--- src/vxec_consts.svh ---
// Purpose: Offsets, field positions, reset values and counts for vxec.
// Assumes: Byte addresses on a 32-bit register port, one word each.
// Notes: Definitions only; included by bare name.
`ifndef VXEC_CONSTS_SVH
`define VXEC_CONSTS_SVH

// Register byte offsets.
`define VXEC_OFF_TAG 8'h00
`define VXEC_OFF_GAP 8'h04
`define VXEC_OFF_WIN 8'h08
`define VXEC_OFF_FUNC_LO 8'h0C
`define VXEC_OFF_FUNC_HI 8'h10
`define VXEC_OFF_LIST_LO 8'h14
`define VXEC_OFF_LIST_HI 8'h18
`define VXEC_OFF_EXIT 8'h1C
`define VXEC_OFF_STATUS 8'h20
`define VXEC_OFF_INFO 8'h24

// Field positions.
`define VXEC_FUNC_SWITCH_BIT 0
`define VXEC_EXIT_SAVE_DBG 2
`define VXEC_EXIT_HOST_LONG 9
`define VXEC_EXIT_LOAD_PERF 12
`define VXEC_EXIT_ACK_INTR 15
`define VXEC_EXIT_SAVE_PAT 18
`define VXEC_EXIT_LOAD_PAT 19
`define VXEC_EXIT_SAVE_EFER 20
`define VXEC_EXIT_LOAD_EFER 21
`define VXEC_EXIT_SAVE_TMR 22
`define VXEC_STAT_ENTRY_OK 0
`define VXEC_STAT_ENTRY_FAIL 1
`define VXEC_STAT_FUNC_RSVD 2
`define VXEC_STAT_EXIT_BUSY 3
`define VXEC_STAT_PAUSE_EXIT 4
`define VXEC_INFO_VALID 31

// Reserved exit-control bits: forced to one and forced to zero.
`define VXEC_EXIT_MUST1 32'h0003_6DFF
`define VXEC_EXIT_MUST0 32'hFF80_0000

// Reset values.
`define VXEC_RST_WORD 32'h0000_0000
`define VXEC_RST_TAG 16'h0000

// Pointer list: entry size in bytes as a shift.
`define VXEC_LIST_ENTRY_SHIFT 3
`define VXEC_LIST_ENTRIES 512

// Core cycles per timestamp-counter tick.
`define VXEC_TSC_DIV 8

`endif

--- src/vxec_pkg.sv ---
// Purpose: Types shared by the vxec block.
// Assumes: Constants live in vxec_consts.svh.
// Notes: None.
package vxec_pkg;

  // Exit sequencing states.
  typedef enum logic [1:0] {
    VXEC_IDLE = 2'b00,
    VXEC_ACK_WAIT = 2'b01,
    VXEC_FINISH = 2'b10
  } vxec_exit_state_type;

endpackage

--- src/vxec_pause_timer.sv ---
// Purpose: Pause-loop detector timed in timestamp-counter ticks.
// Assumes: tick is a one-cycle enable at the timestamp-counter rate.
// Notes: Counters saturate so a long idle never wraps into a loop.
`timescale 1ns/1ps
`default_nettype none
module vxec_pause_timer #(
  parameter int W = 32
) (
  input wire logic clock,
  input wire logic arst_n,
  input wire logic enable,
  input wire logic tick,
  input wire logic pause_seen,
  input wire logic [W-1:0] gap_limit,
  input wire logic [W-1:0] window_limit,
  output logic loop_exit_q
);

  // Ticks since the previous pause.
  logic [W-1:0] gap_cnt_q;
  // Ticks since the current loop began.
  logic [W-1:0] win_cnt_q;
  // A loop is being tracked.
  logic in_loop_q;
  // The pause continues the running loop.
  logic same_loop;
  assign same_loop = in_loop_q && (gap_cnt_q <= gap_limit);

  // Gap and window counters advance only on the timestamp tick.
  always_ff @(posedge clock or negedge arst_n) begin
    if (!arst_n) begin
      gap_cnt_q <= '0;
      win_cnt_q <= '0;
    end else if (!enable) begin
      gap_cnt_q <= '0;
      win_cnt_q <= '0;
    end else if (pause_seen) begin
      gap_cnt_q <= '0;
      // A fresh loop restarts the window count.
      if (!same_loop) begin
        win_cnt_q <= '0;
      end
    end else if (tick) begin
      if (gap_cnt_q != '1) begin
        gap_cnt_q <= gap_cnt_q + 1'b1;
      end
      if (in_loop_q && win_cnt_q != '1) begin
        win_cnt_q <= win_cnt_q + 1'b1;
      end
    end
  end

  // Loop tracking and the exit pulse when the window is overrun.
  always_ff @(posedge clock or negedge arst_n) begin
    if (!arst_n) begin
      in_loop_q <= 1'b0;
      loop_exit_q <= 1'b0;
    end else begin
      loop_exit_q <= 1'b0;
      if (!enable) begin
        in_loop_q <= 1'b0;
      end else if (pause_seen) begin
        if (same_loop && win_cnt_q > window_limit) begin
          loop_exit_q <= 1'b1;
          in_loop_q <= 1'b0;
        end else begin
          in_loop_q <= 1'b1;
        end
      end
    end
  end

endmodule // vxec_pause_timer
`default_nettype wire

--- src/vxec_top.sv ---
// Purpose: Execution and exit control fields with their exit behaviour.
// Assumes: All request inputs come from logic on the same clock.
// Notes: Fields not supported by the build read zero and ignore writes, except exit-word bits, kept as written, and a set switch bit, counted as reserved.
`timescale 1ns/1ps
`default_nettype none
`include "vxec_consts.svh"
module vxec_top
  import vxec_pkg::*;
#(
  parameter bit HAS_TAG = 1'b1,
  parameter bit HAS_PAUSE = 1'b1,
  parameter bit HAS_FUNC = 1'b1,
  parameter bit HAS_SWITCH = 1'b1,
  parameter bit HAS_LONG = 1'b1,
  parameter bit MINIMAL = 1'b0,
  parameter int TSC_DIV = `VXEC_TSC_DIV
) (
  input wire logic clock,
  input wire logic arst_n,
  input wire logic [7:0] reg_addr,
  input wire logic [31:0] reg_wdata,
  input wire logic reg_wr,
  input wire logic reg_rd,
  output logic [31:0] reg_rdata,
  input wire logic pause_exec,
  input wire logic pause_enable,
  input wire logic entry_req,
  input wire logic exit_req,
  input wire logic exit_ext_intr,
  input wire logic intr_vec_valid,
  input wire logic [7:0] intr_vec,
  input wire logic func_req,
  input wire logic [31:0] func_leaf,
  input wire logic [8:0] func_index,
  output logic [15:0] tag_q,
  output logic pause_exit_q,
  output logic entry_ok_q,
  output logic entry_fail_q,
  output logic intr_ack_q,
  output logic exit_done_q,
  output logic save_debug_q,
  output logic load_perf_q,
  output logic save_pat_q,
  output logic load_pat_q,
  output logic save_efer_q,
  output logic load_efer_q,
  output logic save_timer_q,
  output logic cs_long_q,
  output logic long_mode_enable_bit_q,
  output logic long_mode_active_bit_q,
  output logic info_valid_q,
  output logic [7:0] info_vector_q,
  output logic switch_go_q,
  output logic [63:0] switch_entry_addr_q,
  output logic func_fail_q
);

  // Exit bits forced by the build: debug save in minimal form.
  localparam logic [31:0] MUST1 = `VXEC_EXIT_MUST1 |
    (MINIMAL ? (32'h0000_0001 << `VXEC_EXIT_SAVE_DBG) : 32'h0000_0000);
  // Host long mode is illegal without long-mode support.
  localparam logic [31:0] MUST0 = `VXEC_EXIT_MUST0 |
    (HAS_LONG ? 32'h0000_0000 : (32'h0000_0001 << `VXEC_EXIT_HOST_LONG));

  // Stored fields.
  logic [31:0] gap_q;
  logic [31:0] win_q;
  logic func_switch_q;
  logic func_rsvd_q;
  logic [63:0] list_q;
  logic [31:0] exit_q;
  // Last pause exit seen, for the status word.
  logic pause_flag_q;
  // Exit sequencer state.
  vxec_exit_state_type state_q;
  // Timestamp-rate divider.
  logic [15:0] div_q;
  logic tsc_tick_q;
  // Pause timer exit pulse.
  logic loop_exit;

  // True when the byte offset names a given register.
  function automatic logic hit(input logic [7:0] a, input logic [7:0] off);
    return a == off;
  endfunction

  // A write strobe aimed at one register.
  function automatic logic wr_at(input logic [7:0] off);
    return reg_wr && hit(reg_addr, off);
  endfunction

  // Reserved exit bits set wrongly.
  function automatic logic exit_bad(input logic [31:0] v);
    return ((v & MUST0) != 32'h0000_0000) || ((~v & MUST1) != 32'h0000_0000);
  endfunction

  // tick divider
  // One enable pulse per timestamp tick drives all pause timing.
  always_ff @(posedge clock or negedge arst_n) begin
    if (!arst_n) begin
      div_q <= 16'h0000;
      tsc_tick_q <= 1'b0;
    end else if (div_q == 16'(TSC_DIV - 1)) begin
      div_q <= 16'h0000;
      tsc_tick_q <= 1'b1;
    end else begin
      div_q <= div_q + 16'h0001;
      tsc_tick_q <= 1'b0;
    end
  end

  // tag field
  // The tag only stores when the build supports it.
  always_ff @(posedge clock or negedge arst_n) begin
    if (!arst_n) begin
      tag_q <= `VXEC_RST_TAG;
    end else if (HAS_TAG && wr_at(`VXEC_OFF_TAG)) begin
      tag_q <= reg_wdata[15:0];
    end
  end

  // window field
  // Pause limits hold until software rewrites them.
  always_ff @(posedge clock or negedge arst_n) begin
    if (!arst_n) begin
      gap_q <= `VXEC_RST_WORD;
      win_q <= `VXEC_RST_WORD;
    end else if (HAS_PAUSE) begin
      if (wr_at(`VXEC_OFF_GAP)) begin
        gap_q <= reg_wdata;
      end
      if (wr_at(`VXEC_OFF_WIN)) begin
        win_q <= reg_wdata;
      end
    end
  end

  // reserved bits zero
  // Only the switch bit is stored; a nonzero reserved write is
  // remembered separately so the next entry can fail.
  always_ff @(posedge clock or negedge arst_n) begin
    if (!arst_n) begin
      func_switch_q <= 1'b0;
      func_rsvd_q <= 1'b0;
    end else if (HAS_FUNC) begin
      if (wr_at(`VXEC_OFF_FUNC_LO)) begin
        func_switch_q <= reg_wdata[`VXEC_FUNC_SWITCH_BIT] && HAS_SWITCH;
        func_rsvd_q <= (reg_wdata[31:1] != 31'h0000_0000) || !HAS_SWITCH
          && reg_wdata[0];
      end else if (wr_at(`VXEC_OFF_FUNC_HI)) begin
        func_rsvd_q <= func_rsvd_q || (reg_wdata != 32'h0000_0000);
      end
    end
  end

  // list base
  // The list base is written as two halves.
  always_ff @(posedge clock or negedge arst_n) begin
    if (!arst_n) begin
      list_q <= {`VXEC_RST_WORD, `VXEC_RST_WORD};
    end else if (HAS_SWITCH) begin
      if (wr_at(`VXEC_OFF_LIST_LO)) begin
        list_q[31:0] <= reg_wdata;
      end
      if (wr_at(`VXEC_OFF_LIST_HI)) begin
        list_q[63:32] <= reg_wdata;
      end
    end
  end

  // exit vector
  // The whole word is kept as written so a bad setting can be seen.
  always_ff @(posedge clock or negedge arst_n) begin
    if (!arst_n) begin
      exit_q <= `VXEC_RST_WORD;
    end else if (wr_at(`VXEC_OFF_EXIT)) begin
      exit_q <= reg_wdata;
    end
  end

  // reserved exit bits
  // Each entry request yields exactly one of ok or fail next cycle.
  always_ff @(posedge clock or negedge arst_n) begin
    if (!arst_n) begin
      entry_ok_q <= 1'b0;
      entry_fail_q <= 1'b0;
    end else if (entry_req) begin
      entry_fail_q <= func_rsvd_q || exit_bad(exit_q);
      entry_ok_q <= !(func_rsvd_q || exit_bad(exit_q));
    end
  end

  // pause timer
  // The detector is fed the timestamp tick, never the core clock.
  vxec_pause_timer #(
    .W(32)
  ) u_pause (
    .clock(clock),
    .arst_n(arst_n),
    .enable(pause_enable && HAS_PAUSE),
    .tick(tsc_tick_q),
    .pause_seen(pause_exec),
    .gap_limit(gap_q),
    .window_limit(win_q),
    .loop_exit_q(loop_exit)
  );

  // Register the pause exit and keep a sticky copy; a new exit wins
  // over the clearing read of the status word.
  always_ff @(posedge clock or negedge arst_n) begin
    if (!arst_n) begin
      pause_exit_q <= 1'b0;
      pause_flag_q <= 1'b0;
    end else begin
      pause_exit_q <= loop_exit;
      if (loop_exit) begin
        pause_flag_q <= 1'b1;
      end else if (reg_rd && hit(reg_addr, `VXEC_OFF_STATUS)) begin
        pause_flag_q <= 1'b0;
      end
    end
  end

  // pointer switching
  // Leaf zero with the switch bit set picks one list entry.
  always_ff @(posedge clock or negedge arst_n) begin
    if (!arst_n) begin
      switch_go_q <= 1'b0;
      func_fail_q <= 1'b0;
      switch_entry_addr_q <= 64'h0000_0000_0000_0000;
    end else begin
      switch_go_q <= 1'b0;
      func_fail_q <= 1'b0;
      if (func_req) begin
        if (func_leaf == 32'h0000_0000 && func_switch_q) begin
          switch_go_q <= 1'b1;
          switch_entry_addr_q <= list_q +
            (64'(func_index) << `VXEC_LIST_ENTRY_SHIFT);
        end else begin
          func_fail_q <= 1'b1;
        end
      end
    end
  end

  // Exit sequencer: idle, waiting for the vector, finishing.
  always_ff @(posedge clock or negedge arst_n) begin
    if (!arst_n) begin
      state_q <= VXEC_IDLE;
    end else begin
      unique case (state_q)
        VXEC_IDLE: begin
          if (exit_req && exit_ext_intr
              && exit_q[`VXEC_EXIT_ACK_INTR]) begin
            state_q <= VXEC_ACK_WAIT;
          end else if (exit_req) begin
            state_q <= VXEC_FINISH;
          end
        end
        VXEC_ACK_WAIT: begin
          if (intr_vec_valid) begin
            state_q <= VXEC_FINISH;
          end
        end
        VXEC_FINISH: begin
          state_q <= VXEC_IDLE;
        end
        default: begin
          state_q <= VXEC_IDLE;
        end
      endcase
    end
  end

  // acknowledge pulse
  // One acknowledge pulse as the sequencer leaves idle for the vector wait.
  always_ff @(posedge clock or negedge arst_n) begin
    if (!arst_n) begin
      intr_ack_q <= 1'b0;
    end else begin
      intr_ack_q <= (state_q == VXEC_IDLE) && exit_req && exit_ext_intr
        && exit_q[`VXEC_EXIT_ACK_INTR];
    end
  end

  // Interruption information for the exit being taken.
  always_ff @(posedge clock or negedge arst_n) begin
    if (!arst_n) begin
      info_valid_q <= 1'b0;
      info_vector_q <= 8'h00;
    end else if (state_q == VXEC_ACK_WAIT && intr_vec_valid) begin
      info_valid_q <= 1'b1;
      info_vector_q <= intr_vec;
    end else if (state_q == VXEC_IDLE && exit_req
                 && !(exit_ext_intr && exit_q[`VXEC_EXIT_ACK_INTR])) begin
      info_valid_q <= 1'b0;
    end
  end

  // Exit actions: all selections appear with the done pulse.
  always_ff @(posedge clock or negedge arst_n) begin
    if (!arst_n) begin
      exit_done_q <= 1'b0;
      save_debug_q <= 1'b0;
      load_perf_q <= 1'b0;
      save_pat_q <= 1'b0;
      load_pat_q <= 1'b0;
      save_efer_q <= 1'b0;
      load_efer_q <= 1'b0;
      save_timer_q <= 1'b0;
    end else begin
      exit_done_q <= state_q == VXEC_FINISH;
      if (state_q == VXEC_FINISH) begin
        save_debug_q <= exit_q[`VXEC_EXIT_SAVE_DBG] || MINIMAL;
        load_perf_q <= exit_q[`VXEC_EXIT_LOAD_PERF];
        save_pat_q <= exit_q[`VXEC_EXIT_SAVE_PAT];
        load_pat_q <= exit_q[`VXEC_EXIT_LOAD_PAT];
        save_efer_q <= exit_q[`VXEC_EXIT_SAVE_EFER];
        load_efer_q <= exit_q[`VXEC_EXIT_LOAD_EFER];
        save_timer_q <= exit_q[`VXEC_EXIT_SAVE_TMR];
      end
    end
  end

  // gated without support
  // Every exit copies the host size bit into all three mode bits.
  always_ff @(posedge clock or negedge arst_n) begin
    if (!arst_n) begin
      cs_long_q <= 1'b0;
      long_mode_enable_bit_q <= 1'b0;
      long_mode_active_bit_q <= 1'b0;
    end else if (state_q == VXEC_FINISH) begin
      cs_long_q <= exit_q[`VXEC_EXIT_HOST_LONG] && HAS_LONG;
      long_mode_enable_bit_q <= exit_q[`VXEC_EXIT_HOST_LONG] && HAS_LONG;
      long_mode_active_bit_q <= exit_q[`VXEC_EXIT_HOST_LONG] && HAS_LONG;
    end
  end

  // read back
  // Read data stand for the one cycle after the strobe, else zero.
  always_ff @(posedge clock or negedge arst_n) begin
    if (!arst_n) begin
      reg_rdata <= 32'h0000_0000;
    end else if (!reg_rd) begin
      reg_rdata <= 32'h0000_0000;
    end else begin
      unique case (reg_addr)
        `VXEC_OFF_TAG: reg_rdata <= {16'h0000, tag_q};
        `VXEC_OFF_GAP: reg_rdata <= gap_q;
        `VXEC_OFF_WIN: reg_rdata <= win_q;
        `VXEC_OFF_FUNC_LO: reg_rdata <= {31'h0000_0000, func_switch_q};
        `VXEC_OFF_FUNC_HI: reg_rdata <= 32'h0000_0000;
        `VXEC_OFF_LIST_LO: reg_rdata <= list_q[31:0];
        `VXEC_OFF_LIST_HI: reg_rdata <= list_q[63:32];
        `VXEC_OFF_EXIT: reg_rdata <= exit_q;
        `VXEC_OFF_STATUS: begin
          reg_rdata <= {27'h000_0000, pause_flag_q, state_q != VXEC_IDLE,
            func_rsvd_q, entry_fail_q, entry_ok_q};
        end
        `VXEC_OFF_INFO: begin
          reg_rdata <= {info_valid_q, 23'h00_0000, info_vector_q};
        end
        default: reg_rdata <= 32'h0000_0000;
      endcase
    end
  end

endmodule // vxec_top
`default_nettype wire

--- config.mk ---
export PLATFORM = sky130hd
export DESIGN_NAME = vxec_top
export DESIGN_NICKNAME = d
export VERILOG_FILES = /design/src/vxec_pkg.sv /design/src/vxec_pause_timer.sv /design/src/vxec_top.sv
export VERILOG_INCLUDE_DIRS = /design/src
export SDC_FILE = /design/constraint.sdc
export NUM_CORES = 1
export LEC_CHECK = 0
export BUFFER_PORTS_ARGS = -buffer_cell sky130_fd_sc_hd__buf_2
export CAP_MARGIN = 25
export CORE_MARGIN = 5
export CORE_UTILIZATION = 25
export DETAILED_ROUTE_END_ITERATION = 6
export SETUP_SLACK_MARGIN = 0.4
export SLEW_MARGIN = 15
export SYNTH_ARGS = -nofsm -noshare
export SYNTH_HDL_FRONTEND = slang
export SYNTH_SLANG_ARGS = --single-unit
--- constraint.sdc ---
create_clock -name clock -period 2.8 [get_ports clock]
set_input_delay 0.14 -clock clock [delete_from_list [all_inputs] [get_ports clock]]
set_output_delay 0.14 -clock clock [all_outputs]
set_load 0.1 [all_outputs]
==> results.py <==
metrics = {
    "status": {
        "outcome": "finished with violations",
        "violations": "design-rule violations",
    },
    "clock_tree": {
        "cts_tree": "built",
        "clock-sinks": 384,
        "root_buffer": "clkbuf_16",
        "clk_latency_ns": 0.59,
        "htree_levels": 2,
        "clockBufferDepth": 3,
        "numCtsBuffers": 44,
        "clk_pin_slew_worst_paths_ns": 0.06,
    },
    "global_route": {
        "grt.total_usage_pct": 15.2,
        "grt_max_degree": 87,
        "grt_pass1_wl_mm": 98.5,
        "grt-ovfl-total": 0,
        "grt_pass1_vias": 15600,
        "grt_antenna_before_repair": 3,
    },
    "layout": {
        "fin_area_mm2": 0.0256,
        "regArea_mm2": 0.00965,
        "multi_input_area_mm2": 0.00974,
        "fillers": 7907,
        "nets": 2426,
        "drive_gt1_share_pct": 34.5,
        "syn_to_final_growth_pct": 31.4,
        "instances_no_fill": 3327,
    },
    "yosys": {
        "yosysTopAreaCellShare_pct": 49.4,
        "synth_cell_types": 68,
        "ys_seq_area_share_pct": 49.4,
        "netlist_top_cells_count": "384 x dfrtp_1, 211 x mux2_2, 211 x nand2_1, 108 x a21oi_1, 97 x inv_1",
        "yosysWarnings": 0,
        "synth.most_common_cell": "dfrtp_1",
        "async_flop_share_pct": 100,
        "synth_fa_ha_area_share_pct": 4.99,
        "synth_cells": 1848,
        "synth-edff-count": 0,
        "synth.mux.area_fraction_pct": 12.7,
        "synth_ff_type": "dfrtp_1",
        "syn-num-nets": 2025,
        "synthSimpleGateAreaFrac_pct": 14.1,
        "synth_compound_area_share_pct": 11.1,
        "synth_top_family_by_area": "simple AND/OR/NAND/NOR gates",
        "synthesis.area_mm2": 0.0195,
        "syn_area_per_cell_um2": 10.5,
        "synth.area.top_cells": "dfrtp_1 49%, mux2_2 12%, ha_1 4.9%, nand2_1 4.1%, a21oi_1 2.8%",
        "synth_xor_area_share_pct": 4.14,
        "synth_top_area_cell": "dfrtp_1",
        "ys_ff_latch": 384,
    },
    "drt": {
        "wirelength_mm": 66.5,
        "drtPass1Iterations": 7,
        "ant_nets": 0,
        "post_drt_wl_per_cell_um": 20.0,
        "drtIter0Drc": 1363,
        "avgViaCountPerCell": 4.89,
        "vias": 16300,
        "drc_errors": 7,
    },
    "worst_setup_path": {
        "path_class": "flop to flop",
        "worstPathCellList": "ha_4, o21a_1, o21ai_2, a2111oi_4, buf_4, nand3_4, clkbuf_16, nor2_1, xnor2_1, o21ai_0",
        "start_kind": "flop",
        "crit_family": "compound AO/OA/AOI/OAI gates",
        "cp_num_buf_inv": 2,
        "critPathMaxFanout": 5,
        "critPathRequiredTime_ns": 3.24,
        "end_kind": "flop",
        "slowest_stage": "dfrtp_2",
        "worstPathArrival_ns": 2.89,
        "cpPeakStageDelay_ns": 0.44,
    },
    "flow_run": {
        "cap_violations": 0,
    },
    "sta": {
        "rsz0062_at_grt": "yes",
        "fin_crit_sh_pct": 87.2,
        "whs_ns": 0.0331,
        "relSlewSlack_pct": 45.5,
        "hold_viol_final": 0,
        "setup_violations": 0,
        "tns_ns": 0,
        "timing.final.max_slew_violations": 0,
        "max_slew.worst_pin.slew_ns": 0.818,
        "fin_crit_ns": 2.44,
        "max_freq_mhz": 409,
        "fin_worst_skew_ns": 0.0297,
        "layout_setup_ws_ns": 0.357,
    },
    "place": {
        "placed_area_mm2": 0.0223,
        "place_congestion": 0.855,
        "io_buffers": 237,
        "numPlacedInstances": 3118,
        "place_worst_setup_slack_ns": 0.132,
        "dp_hpwl_mm": 47.9,
    },
    "die": {
        "placementRows": 102,
        "die_x_um": 289,
        "core_area_mm2": 0.0773,
        "dieArea_mm2": 0.0835,
        "start_util_pct": 25.2,
        "die_h_um": 289,
        "ios": 238,
    },
    "worst_hold_path": {
        "min-delay-path-class": "primary input to flop",
    },
    "pwr": {
        "p_leak_nw": 11.8,
        "p_per_area_mw_per_mm2": 523,
        "irDropWorstVdd_uv": 375,
    },
}
==> area by class of cell <==
type	count	share of cell area [%]
antenna	4	0.0392
clock buffer	66	5.18
clock inverter	14	0.749
inverter	97	1.42
multi-input combinational	1290	38.1
sequential	384	37.7
tap	1040	5.09
timing repair buffer	432	11.7
==> worst reg2reg max path: cells and delay by family, from the launching register on <==
kind                     cells  cell delay [ns]
AND/OR/NAND/NOR              2             0.30
AO/OA/AOI/OAI                4             0.74
flip-flops                   1             0.44
XOR/XNOR                     1             0.14
buffers and inverters        2             0.41
adder cells (fa/ha/maj)      1             0.30
==> placed cells by master (no fill, tap or decap), types with 14 or more instances in the layout <==
cell type / count
and3_1: 20
o21ai_1: 27
nor3_1: 21
nand3_1: 55
nand4_1: 45
mux2_2: 211
a222oi_1: 27
inv_1: 95
ha_1: 64
dfrtp_1: 355
buf_4: 130
clkbuf_16: 45
buf_2: 236
nand2_1: 206
xnor2_1: 50
dfrtp_2: 29
nor2_1: 88
nor4_1: 19
clkbuf_8: 14
dlygate4sd3_1: 49
a21oi_1: 105
o21ai_0: 76
xor2_1: 40
==> metal layers <==
| metal | global-route usage, % | vias to the layer above | part of all wire, % |
|---|---|---|---|
| met5 | 0 | - | 0 |
| met2 | 25.1 | 535 | 48 |
| met3 | 2.71 | 75 | 6.5 |
| met1 | 20.8 | 8163 | 43 |
| met4 | 3.40 | 0 | 2.2 |
| li1 | - | 7498 | - |
==> sequential cells by signal (all words and copies together) (netlist names), 2 cells and up <==
name	cells
win_q	32
switch_entry_addr_q	64
state_q	2
u_pause.win_cnt_q	32
reg_rdata	32
exit_q	32
div_q	16
gap_q	32
info_vector_q	8
list_q	64
u_pause.gap_cnt_q	32
tag_q	16
==> cell families after synthesis <==
| kind of cell | count (synthesis) |
|---|---|
| xor+xnor | 92 |
| buf+inv | 175 |
| compound gates | 341 |
| flops | 384 |
| simple gates | 558 |
| fa+ha+maj | 77 |
| mux | 221 |
==> repair_timing <==
item,4_1_cts,5_1_grt
gates cloned,3,1
setup buffers,8,64
pin swaps,6,48
hold endpoints to repair,247,0
endpoints found under the setup margin,54,98
gates resized for setup,23,108
hold buffers,49,0
==> worst paths after layout <==
kind	from	end	slack (ns)	cells past startpoint
max reg2reg	list_q[9]	switch_entry_addr_q[34]	0.36	10
max in group asynchronous	arst_n	info_vector_q[0]	1.76	3
min in group asynchronous	arst_n	reg_rdata[19]	0.17	2
min reg2reg	switch_entry_addr_q[2]	switch_entry_addr_q[2]	0.46	2
min	reg_wdata[9]	exit_q[9]	0.03	2
max	list_q[9]	switch_entry_addr_q[34]	0.36	10
==> through the flow <==
stage / power (W) / utilization [%]
after floorplan: 0.00663 / -
after global placement: 0.00719 / 28.8
after detailed placement: 0.00720 / 28.8
after CTS: 0.0133 / 31.7
after global routing: 0.0138 / 33.0
final: 0.0134 / 33.1
==> report_power, final <==
part	internal (W)	leakage, nW	switching [W]
clock	0.00356	0.740	0.00245
combinational	0.000558	5.82	0.000914
sequential	0.00571	5.26	0.000166
(Power assumes the default switching activity.)
